$ cat config.mk
export PLATFORM = sky130hd
export DESIGN_NAME = rawf_filter
export DESIGN_NICKNAME = d
export VERILOG_FILES = /design/src/rtl/rawf_pkg.sv /design/src/rtl/rawf_filter.sv
export SDC_FILE = /design/constraint.sdc
export NUM_CORES = 2
export LEC_CHECK = 0
export BUFFER_PORTS_ARGS = -buffer_cell sky130_fd_sc_hd__buf_2
export CAP_MARGIN = 20
export CORE_AREA = 2 2 298 300
export DETAILED_ROUTE_END_ITERATION = 10
export DIE_AREA = 0 0 300 302
export GPL_ROUTABILITY_DRIVEN = 0
export PLACE_DENSITY_LB_ADDON = 0.2
export SLEW_MARGIN = 15
export SYNTH_ARGS = -nofsm -noshare
export SYNTH_HDL_FRONTEND = slang
export SYNTH_SLANG_ARGS = --single-unit
$ cat constraint.sdc
create_clock -name ref_clk_in -period 7.2 [get_ports ref_clk_in]
set_clock_uncertainty 0.05 [all_clocks]
set_input_delay 0.72 -clock ref_clk_in [delete_from_list [all_inputs] [get_ports ref_clk_in]]
set_output_delay 0.72 -clock ref_clk_in [all_outputs]
set_load 0.02 [all_outputs]
$ cat src/rtl/rawf_pkg.sv
// Package of constants and types for the receive address and wake filter
package rawf_pkg;

    // ****************************************************************
    // Register offsets (byte addresses)
    // ****************************************************************
    localparam logic [7:0] RAWF_OFS_MAC_CONTROL = 8'h00;
    localparam logic [7:0] RAWF_OFS_ADDR_HIGH = 8'h04;
    localparam logic [7:0] RAWF_OFS_ADDR_LOW = 8'h08;
    localparam logic [7:0] RAWF_OFS_HASH_HIGH = 8'h0C;
    localparam logic [7:0] RAWF_OFS_HASH_LOW = 8'h10;
    localparam logic [7:0] RAWF_OFS_WAKE_CTRL = 8'h14;
    localparam logic [7:0] RAWF_OFS_WAKE_FILTER = 8'h18;
    localparam logic [7:0] RAWF_OFS_FRAME_STATS = 8'h1C;

    // ****************************************************************
    // Field positions
    // ****************************************************************
    localparam int RAWF_BIT_PASS_ALL_MC = 0;
    localparam int RAWF_BIT_PROMISC = 1;
    localparam int RAWF_BIT_INVERSE = 2;
    localparam int RAWF_BIT_HASH_ONLY = 3;
    localparam int RAWF_BIT_HASH_PERFECT = 4;
    localparam int RAWF_BIT_BROADCAST_DISABLE_DIS = 5;
    localparam int RAWF_BIT_WAKE_EN = 0;
    localparam int RAWF_BIT_WAKE_RCVD = 1;
    localparam int RAWF_BIT_IRQ_EN = 2;
    localparam int RAWF_BIT_PME_EN = 3;
    localparam int RAWF_BIT_LOW_POWER = 4;
    localparam int RAWF_BIT_RX_BUSY = 5;
    localparam int RAWF_CMD_ENABLE = 0;
    localparam int RAWF_CMD_MCAST = 3;
    localparam int RAWF_CMD_WORD = 4;
    localparam int RAWF_OFFSET_WORD = 5;
    localparam int RAWF_CRC_WORD = 6;

    // ****************************************************************
    // Sizes, reset values and CRC constants
    // ****************************************************************
    localparam int RAWF_NUM_FILTERS = 4;
    localparam int RAWF_MASK_LEN = 31;
    localparam int RAWF_DA_BYTES = 6;
    localparam logic [8:0] RAWF_IDX_MAX = 9'h1FF;
    localparam logic [8:0] RAWF_IDX_LAST_DA = 9'h005;
    localparam logic [2:0] RAWF_FLUSH_LEN = 3'h6;
    localparam logic [5:0] RAWF_CTRL_RESET = 6'h00;
    localparam logic [31:0] RAWF_CRC32_INIT = 32'hFFFFFFFF;
    localparam logic [31:0] RAWF_CRC32_POLY = 32'hEDB88320;
    localparam logic [15:0] RAWF_CRC16_INIT = 16'hFFFF;
    localparam logic [15:0] RAWF_CRC16_POLY = 16'h8005;

    // Receive sequencing states
    typedef enum logic [3:0] {
        RAWF_IDLE = 4'b0001,
        RAWF_ADDR = 4'b0010,
        RAWF_BODY = 4'b0100,
        RAWF_FLUSH = 4'b1000
    } rawf_state_e;

    // Whole state of the filter
    typedef struct packed {
        rawf_state_e state;
        logic [5:0] ctrl;
        logic [15:0] addr_hi;
        logic [31:0] addr_lo;
        logic [31:0] hash_hi;
        logic [31:0] hash_lo;
        logic wake_en;
        logic wake_rcvd;
        logic irq_en;
        logic pme_en;
        logic [2:0] wptr;
        logic [7:0][31:0] wake_pattern_filter;
        logic [5:0][7:0] dline;
        logic [8:0] idx;
        logic [31:0] hcrc;
        logic [3:0][15:0] wcrc;
        logic keep;
        logic wake;
        logic mcast;
        logic addressed;
        logic [2:0] flush_cnt;
        logic [7:0] out_data;
        logic out_valid;
        logic out_last;
        logic [15:0] acc_cnt;
        logic [15:0] drop_cnt;
        logic [31:0] rd_data;
    } rawf_state_s;

endpackage

$ cat src/rtl/rawf_filter.sv
// Receive destination address filter and wake-up frame detector
//
// Summary of operation
// - Physical or multicast decided by first bit of six-byte destination.
// - Frames rejected by the filter mode are never delivered to host.
// - All bits clear: perfect filter; hash-perfect alone: multicast hashed.
// - Hash-only plus hash-perfect: all destinations checked by hash table only.
// - Inverse mode accepts destinations differing from station, rejects equal.
// - Promiscuous accepts every frame including broadcast, overriding others.
// - Pass-all-multicast accepts multicast; physical perfect or hash filtered.
// - Perfect filter needs exact match with high and low station address.
// - Hash: destination through CRC, upper six bits index 64-bit table.
// - Index top bit picks high or low word, five bits pick bit.
// - Wake-frame enable stops normal reception and looks for patterns.
// - Wake frame sets received flag; may raise interrupt or power event.
// - Host clears wake-frame enable; normal reception then resumes.
// - Four filters; wake frame passes address type and CRC match.
// - In wake mode frames addressed to station are checked against filters.
// - Mask bit j admits byte offset plus j into the CRC, 31 bytes.
// - Wake detection in full power state gated by wake-frame enable only.
// - In first low-power state wake detection is always active.
// - Matching broadcast wake frame wakes despite broadcast-disable.
// - Command bit 0 enables, bit 3 selects multicast or unicast frames.
// - Programmed 16-bit CRC equal to masked-byte CRC-16 flags a wake frame.
//
// The implementer's own choices: the address-and-strobe port and the address map.
`timescale 1ns/1ns

module rawf_filter
    import rawf_pkg::*;
#(
    parameter int NUM_FILTERS = RAWF_NUM_FILTERS
) (
    input wire logic ref_clk_in,
    input wire logic rst_in,
    input wire logic [7:0] reg_addr_in,
    input wire logic [31:0] reg_wdata_in,
    input wire logic reg_wr_in,
    input wire logic reg_rd_in,
    output logic [31:0] reg_rdata_out,
    input wire logic rx_valid_in,
    input wire logic [7:0] rx_data_in,
    input wire logic rx_sof_in,
    input wire logic rx_eof_in,
    output logic rx_ready_out,
    input wire logic low_power_d1_in,
    output logic [7:0] host_data_out,
    output logic host_valid_out,
    output logic host_last_out,
    output logic host_irq_out,
    output logic power_event_output_out
);

    // ****************************************************************
    // Elaboration checks
    // ****************************************************************
    // The packed filter register layout only has room for four filters
    if (NUM_FILTERS != RAWF_NUM_FILTERS) begin : g_bad_filters
        $error("rawf_filter: NUM_FILTERS must be 4");
    end

    // ****************************************************************
    // Functions
    // ****************************************************************
    // Ethernet CRC-32, reflected, one byte, least significant bit first
    function automatic logic [31:0] crc32_byte(input logic [31:0] crc, input logic [7:0] d);
        logic [31:0] c;

        c = crc;
        for (int i = 0; i < 8; i++) begin
            if (c[0] ^ d[i]) begin
                c = (c >> 1) ^ RAWF_CRC32_POLY;
            end else begin
                c = c >> 1;
            end
        end
        return c;
    endfunction

    // CRC-16 used by the wake pattern filters, most significant bit first
    function automatic logic [15:0] crc16_byte(input logic [15:0] crc, input logic [7:0] d);
        logic [15:0] c;

        c = crc;
        for (int i = 7; i >= 0; i--) begin
            if (c[15] ^ d[i]) begin
                c = {c[14:0], 1'b0} ^ RAWF_CRC16_POLY;
            end else begin
                c = {c[14:0], 1'b0};
            end
        end
        return c;
    endfunction

    // Address filter decision for one destination address
    function automatic logic addr_pass(input logic [5:0] ctrl, input logic mc, input logic bc,
                                       input logic perfect, input logic hash_hit);
        logic ok;

        // Fallback for every mode
        ok = perfect;
        if (ctrl[RAWF_BIT_PROMISC]) begin
            ok = 1'b1;
        end else if (mc && ctrl[RAWF_BIT_PASS_ALL_MC]) begin
            ok = 1'b1;
        end else if (ctrl[RAWF_BIT_INVERSE]) begin
            ok = !perfect;
        end else if (ctrl[RAWF_BIT_HASH_ONLY] && ctrl[RAWF_BIT_HASH_PERFECT]) begin
            ok = hash_hit;
        end else if (ctrl[RAWF_BIT_HASH_PERFECT] && mc) begin
            ok = hash_hit;
        end

        // Broadcast passes unless disabled; promiscuous overrides the disable
        if (bc && !ctrl[RAWF_BIT_PROMISC]) begin
            ok = !ctrl[RAWF_BIT_BROADCAST_DISABLE_DIS];
        end

        return ok;
    endfunction

    // ****************************************************************
    // State
    // ****************************************************************
    rawf_state_s st;
    rawf_state_s next_st;

    // Working values of the combinational process
    logic [8:0] cur_idx;
    logic [31:0] hcrc_in;
    logic [31:0] hcrc_new;

    // Address decision
    logic [47:0] dest;
    logic [47:0] station;
    logic [5:0] hash_ix;
    logic hash_hit;
    logic perfect;

    // Wake working values
    logic wake_mode;
    logic wake_hit;
    logic [8:0] rel;
    logic [15:0] wcrc_in;
    logic [7:0] off;
    logic [3:0] cmd;
    logic [15:0] want;

    // ****************************************************************
    // Next-state logic
    // ****************************************************************
    always_comb begin
        next_st = st;
        // Single-cycle pulses
        next_st.out_valid = 1'b0;
        next_st.out_last = 1'b0;

        // Start byte restarts count
        cur_idx = rx_sof_in ? 9'h000 : st.idx;
        hcrc_in = rx_sof_in ? RAWF_CRC32_INIT : st.hcrc;
        hcrc_new = crc32_byte(hcrc_in, rx_data_in);
        // First received byte sits in the low byte of the address
        dest = {rx_data_in, st.dline[0], st.dline[1], st.dline[2], st.dline[3], st.dline[4]};
        station = {st.addr_hi, st.addr_lo};
        hash_ix = hcrc_new[31:26];
        hash_hit = hash_ix[5] ? st.hash_hi[hash_ix[4:0]] : st.hash_lo[hash_ix[4:0]];
        perfect = (dest == station);
        // Detection is forced on in the first low-power state
        wake_mode = st.wake_en || low_power_d1_in;

        // Loop scratch defaults
        wake_hit = 1'b0;
        rel = 9'h000;
        wcrc_in = RAWF_CRC16_INIT;
        off = 8'h00;
        cmd = 4'h0;
        want = 16'h0000;

        // Register writes; a one written to the received flag clears it
        if (reg_wr_in) begin
            case (reg_addr_in)
                RAWF_OFS_MAC_CONTROL: begin
                    next_st.ctrl = reg_wdata_in[5:0];
                end
                RAWF_OFS_ADDR_HIGH: begin
                    next_st.addr_hi = reg_wdata_in[15:0];
                end
                RAWF_OFS_ADDR_LOW: begin
                    next_st.addr_lo = reg_wdata_in;
                end
                RAWF_OFS_HASH_HIGH: begin
                    next_st.hash_hi = reg_wdata_in;
                end
                RAWF_OFS_HASH_LOW: begin
                    next_st.hash_lo = reg_wdata_in;
                end
                RAWF_OFS_WAKE_CTRL: begin
                    next_st.wake_en = reg_wdata_in[RAWF_BIT_WAKE_EN];
                    next_st.irq_en = reg_wdata_in[RAWF_BIT_IRQ_EN];
                    next_st.pme_en = reg_wdata_in[RAWF_BIT_PME_EN];
                    // Write one to clear
                    if (reg_wdata_in[RAWF_BIT_WAKE_RCVD]) begin
                        next_st.wake_rcvd = 1'b0;
                    end
                    // Restart the eight-word load sequence
                    next_st.wptr = 3'h0;
                end
                RAWF_OFS_WAKE_FILTER: begin
                    next_st.wake_pattern_filter[st.wptr] = reg_wdata_in;
                    next_st.wptr = st.wptr + 3'h1;
                end
                default: begin
                end
            endcase
        end

        // Register reads, answered one cycle later; unmapped reads give zero
        if (reg_rd_in) begin
            case (reg_addr_in)
                RAWF_OFS_MAC_CONTROL: next_st.rd_data = {26'h0, st.ctrl};
                RAWF_OFS_ADDR_HIGH: next_st.rd_data = {16'h0, st.addr_hi};
                RAWF_OFS_ADDR_LOW: next_st.rd_data = st.addr_lo;
                RAWF_OFS_HASH_HIGH: next_st.rd_data = st.hash_hi;
                RAWF_OFS_HASH_LOW: next_st.rd_data = st.hash_lo;
                RAWF_OFS_WAKE_CTRL: begin
                    next_st.rd_data = {26'h0, (st.state != RAWF_IDLE), low_power_d1_in,
                                       st.pme_en, st.irq_en, st.wake_rcvd, st.wake_en};
                end
                RAWF_OFS_WAKE_FILTER: next_st.rd_data = st.wake_pattern_filter[st.wptr];
                RAWF_OFS_FRAME_STATS: next_st.rd_data = {st.drop_cnt, st.acc_cnt};
                default: next_st.rd_data = 32'h0000_0000;
            endcase
        end

        // Receive sequencing
        case (st.state)
            RAWF_IDLE, RAWF_ADDR, RAWF_BODY: begin
                if (rx_valid_in && (rx_sof_in || st.state != RAWF_IDLE)) begin
                    next_st.idx = (cur_idx == RAWF_IDX_MAX) ? cur_idx : cur_idx + 9'h001;
                    next_st.dline = {st.dline[4:0], rx_data_in};
                    if (rx_sof_in) begin
                        // Mode is frozen per frame so a mid-frame change is harmless
                        next_st.wake = wake_mode;
                        next_st.keep = 1'b0;
                        next_st.state = RAWF_ADDR;
                    end

                    // Hash covers address only
                    if (cur_idx < 9'(RAWF_DA_BYTES)) begin
                        next_st.hcrc = hcrc_new;
                    end

                    // Decision made on the last address byte, before any output
                    if (cur_idx == RAWF_IDX_LAST_DA) begin
                        next_st.mcast = rx_data_in_first_bit(rx_sof_in, rx_data_in, st.dline[4]);
                        next_st.addressed = perfect || dest[0];
                        next_st.keep = !(rx_sof_in ? wake_mode : st.wake) &&
                            addr_pass(st.ctrl, dest[0], &dest, perfect, hash_hit);
                        next_st.state = RAWF_BODY;
                    end

                    // Wake pattern CRCs over masked bytes
                    for (int f = 0; f < RAWF_NUM_FILTERS; f++) begin
                        off = st.wake_pattern_filter[RAWF_OFFSET_WORD][8*f +: 8];
                        wcrc_in = rx_sof_in ? RAWF_CRC16_INIT : st.wcrc[f];
                        rel = cur_idx - {1'b0, off};
                        if (cur_idx >= {1'b0, off} && rel < 9'(RAWF_MASK_LEN) &&
                            st.wake_pattern_filter[f][rel[4:0]]) begin
                            next_st.wcrc[f] = crc16_byte(wcrc_in, rx_data_in);
                        end else begin
                            next_st.wcrc[f] = wcrc_in;
                        end
                    end

                    // Delivery of the byte six places back
                    if (st.state == RAWF_BODY && st.keep) begin
                        next_st.out_data = st.dline[5];
                        next_st.out_valid = 1'b1;
                    end

                    if (rx_eof_in) begin
                        // Wake check at frame end for every enabled filter
                        if ((rx_sof_in ? wake_mode : st.wake) && cur_idx >= RAWF_IDX_LAST_DA &&
                            next_st.addressed) begin
                            for (int f = 0; f < RAWF_NUM_FILTERS; f++) begin
                                cmd = st.wake_pattern_filter[RAWF_CMD_WORD][8*f +: 4];
                                want = st.wake_pattern_filter[RAWF_CRC_WORD + f/2][16*(f%2) +: 16];
                                if (cmd[RAWF_CMD_ENABLE] &&
                                    cmd[RAWF_CMD_MCAST] == next_st.mcast &&
                                    next_st.wcrc[f] == want) begin
                                    wake_hit = 1'b1;
                                end
                            end
                        end

                        // Runts count as dropped
                        if (cur_idx >= RAWF_IDX_LAST_DA && next_st.keep) begin
                            next_st.flush_cnt = RAWF_FLUSH_LEN;
                            next_st.state = RAWF_FLUSH;
                            next_st.acc_cnt = st.acc_cnt + 16'h0001;
                        end else begin
                            next_st.state = RAWF_IDLE;
                            next_st.drop_cnt = st.drop_cnt + 16'h0001;
                        end
                    end
                end
            end

            RAWF_FLUSH: begin
                // Drain the held bytes; input is stalled meanwhile
                next_st.out_data = st.dline[5];
                next_st.out_valid = 1'b1;
                next_st.out_last = (st.flush_cnt == 3'h1);
                next_st.dline = {st.dline[4:0], 8'h00};
                next_st.flush_cnt = st.flush_cnt - 3'h1;

                if (st.flush_cnt == 3'h1) begin
                    next_st.state = RAWF_IDLE;
                end
            end
            default: begin
                next_st.state = RAWF_IDLE;
            end
        endcase

        // Set wins over a clear in the same cycle
        if (wake_hit) begin
            next_st.wake_rcvd = 1'b1;
        end
    end

    // First transmitted bit of the destination marks multicast
    function automatic logic rx_data_in_first_bit(input logic sof, input logic [7:0] d,
                                                  input logic [7:0] first);
        return sof ? d[0] : first[0];
    endfunction

    // ****************************************************************
    // State register
    // ****************************************************************
    always_ff @(posedge ref_clk_in) begin
        if (rst_in) begin
            st <= '0;
            st.state <= RAWF_IDLE;
            st.ctrl <= RAWF_CTRL_RESET;
        end else begin
            st <= next_st;
        end
    end

    // ****************************************************************
    // Outputs
    // ****************************************************************
    // Holds until next read
    assign reg_rdata_out = st.rd_data;
    assign rx_ready_out = (st.state != RAWF_FLUSH);

    // Data outputs from flops
    assign host_data_out = st.out_data;
    assign host_valid_out = st.out_valid;
    assign host_last_out = st.out_last;

    // Level outputs follow the sticky flag until software clears it
    assign host_irq_out = st.wake_rcvd && st.irq_en;
    assign power_event_output_out = st.wake_rcvd && st.pme_en;

endmodule

==> run metrics <==
EDFF count, synth 0; htree depth 3; final worst-path cycle share 78.4%; critical path endpoint category register; CP startpoint kind primary input; Num CTS Buffers 74; Final Critical Period between 5 and 6 ns; Synth Register Bits a little over 600; Tot GR Track Use just under 30%; Setup TNS 0 ns; Cells after Synth 4362; Final Max Tran Viols 0; worst setup slack after layout approximately 1.6 ns; DR pass1 iterations 8; leakage power around 0.013 uW; Pwr Density ~240 mW/mm^2; CTS tree done; Synth Flop Type dfxtp_1; Port Buf Inserts 100; Cell Rows about 110; drt first-iter violations between 3000 and 4000; most common cell in the synthesized netlist nand2_1; first-pass GRT wire length just over 200000 um; die footprint between 0.09 and 0.1 sq mm; fmax 177 MHz; vias in the first global route a little under 30000; area leader, netlist dfxtp_1; CTS Root Cell clkbuf_16; CP arrival about 6.2 ns; crit-path max FO 60; post-CTS setup buffers 0; final cell count without fillers around 5500; Max IR drop VDD roughly 0.00018 V; RSZ-0062 raised after global routing false; Filler Cell Count just under 9000; max-cap check violation count 0; DR vias between 30000 and 40000; Routed Wire Length roughly 140000 um; Die W approximately 300 um; Worst-Margin Slew 1.11 ns; GRT Residual Overflow 0; Clock Pin Slew Worst Setup and Hold Paths around 0.060 ns; Via density around 6; synthesized cell area roughly 0.035 sq mm; outcome complete, no violations; CTS resizes 0; ranking of synthesized cells by area dfxtp_1 (36%), nand2_1 (11%), a21oi_1 (8.0%); cell count after placement approximately 5300; DRT antenna net count 0; Syn-to-layout area delta 10.2%; HP Class primary input to register; clock buffer depth 3; setup violators final 0; Starting Density 39.5%; largest net degree at the start of global routing 193; Final Hold Viols 0; worst skew pair latency around 0.63 ns; CTS Sinks ~620; Syn Area/Cell a little under 8 sq um; initial antenna violation count 8; CTS Hold Bufs 0; I/O pin total roughly 100; Die Span Y approximately 300 um; DRC errors left 0; routed length per instance 25.4 um; Synth cell types 88; critical path class primary input to register; sequential element share of the synthesized area 35.8%; max_slew headroom ~26%; CP required slightly below 8 ns; Synth Warn # 0; Synth top area share roughly 36%; fraction of registers with async set/reset 0%; Synth Net Count 4461; share of cells above drive strength 1 10.7%; DP HPWL slightly below 100000 um; Post-synth top cells nand2_1 (1011), dfxtp_1 (619), a21oi_1 (552); nets 4334; Core Area 0.0876 sq mm; Placement Setup Slack 1.12 ns
-- layout make-up --
type / instances / area (sq um) / share of cell area (%)
multi-input cells: 3301 / 20500 / 53.7
flip-flops and latches: 619 / 12400 / 32.5
clock buffers: 105 / 2200 / 5.77
well taps: 1165 / 1460 / 3.82
repair buffers: 167 / 1060 / 2.77
clock inverters: 25 / 272 / 0.712
inverters: 72 / 270 / 0.709
diodes: 2 / 5.00 / 0.0131
-- critical path, cell delays in order --
cell,delay (ns)
buf_6,0.22
nor2b_1,0.51
inv_1,0.28
fa_1,0.85
mux2_2,0.39
a21oi_1,0.17
o21ai_0,0.10
o211ai_1,0.62
a211o_1,0.73
a2111oi_0,0.24
nor4_1,0.32
o2111ai_1,0.18
nor4_1,0.56
a211oi_1,0.11
nand2_1,0.10
-- layer usage --
layer  part of all wire, %  routed length [um]  GRT usage [%]  vias up
li1                      -                   -              -    14900
met1                    40               55000           38.9    15700
met2                    46               63300           47.9     1647
met3                   8.9               12300           4.56      325
met4                   5.7                7900           15.0        2
met5                0.0094                  13              0        -
-- power by group --
part           leakage [uW]  internal, uW  switching, uW  total (uW)
registers           0.00500          3510           98.3        3600
clock network       0.00123          2310           1570        3870
logic               0.00664           550            982        1530
total                0.0129          6360           2650        9010
-- cell usage in the layout, fill, tap and decap left out, types with 34 or more instances in the layout --
master,netlist,routed
mux4_2,99,99
xnor2_1,171,171
nor2_1,320,316
clkbuf_16,0,77
nor3_1,65,58
dfxtp_1,619,616
nor4_1,38,34
buf_4,43,63
nand2_1,1011,1011
nor2b_1,38,38
a211oi_1,86,86
nand4_1,34,34
mux2i_1,91,91
o21ai_0,111,111
inv_1,71,71
ha_1,39,39
a21oi_1,552,552
nand3_1,73,73
buf_2,10,98
xor2_1,107,107
-- worst paths after layout --
check	startpoint	endpoint	slack [ns]	cells past startpoint
worst min-delay path	rx_eof_in	st[615]	0.39	3
worst max-delay path	rx_sof_in	st[495]	1.55	15
worst max register to register	st[178]	st[495]	1.57	14
worst min register to register	register	register	0.40	2
-- logic make-up (layout without fill, tap and decap cells) --
logic type	count (synthesis)	count (layout)	synth area share, %
adders and majority gates	43	43	1.64
AOI/OAI and AO/OA	1024	1024	18.0
DFF	619	619	35.8
and+or+nand+nor	1741	1741	21.7
other	0	2	0
buffers and inverters	442	369	5.36
muxes	198	198	9.38
xor gates and xnor gates	295	295	8.09
-- metrics by stage --
step	area (sq um)	utilization, %	hold WS, ns	total power [uW]
floorplan	34600	-	0.379	4760
global placement	35600	40.7	0.387	5180
detailed placement	35600	40.7	0.394	5180
CTS	38100	43.5	0.376	9030
global route	38100	43.6	0.416	9290
finish	38100	43.6	0.390	9010
Note: power is estimated with default switching activity, not from simulation.
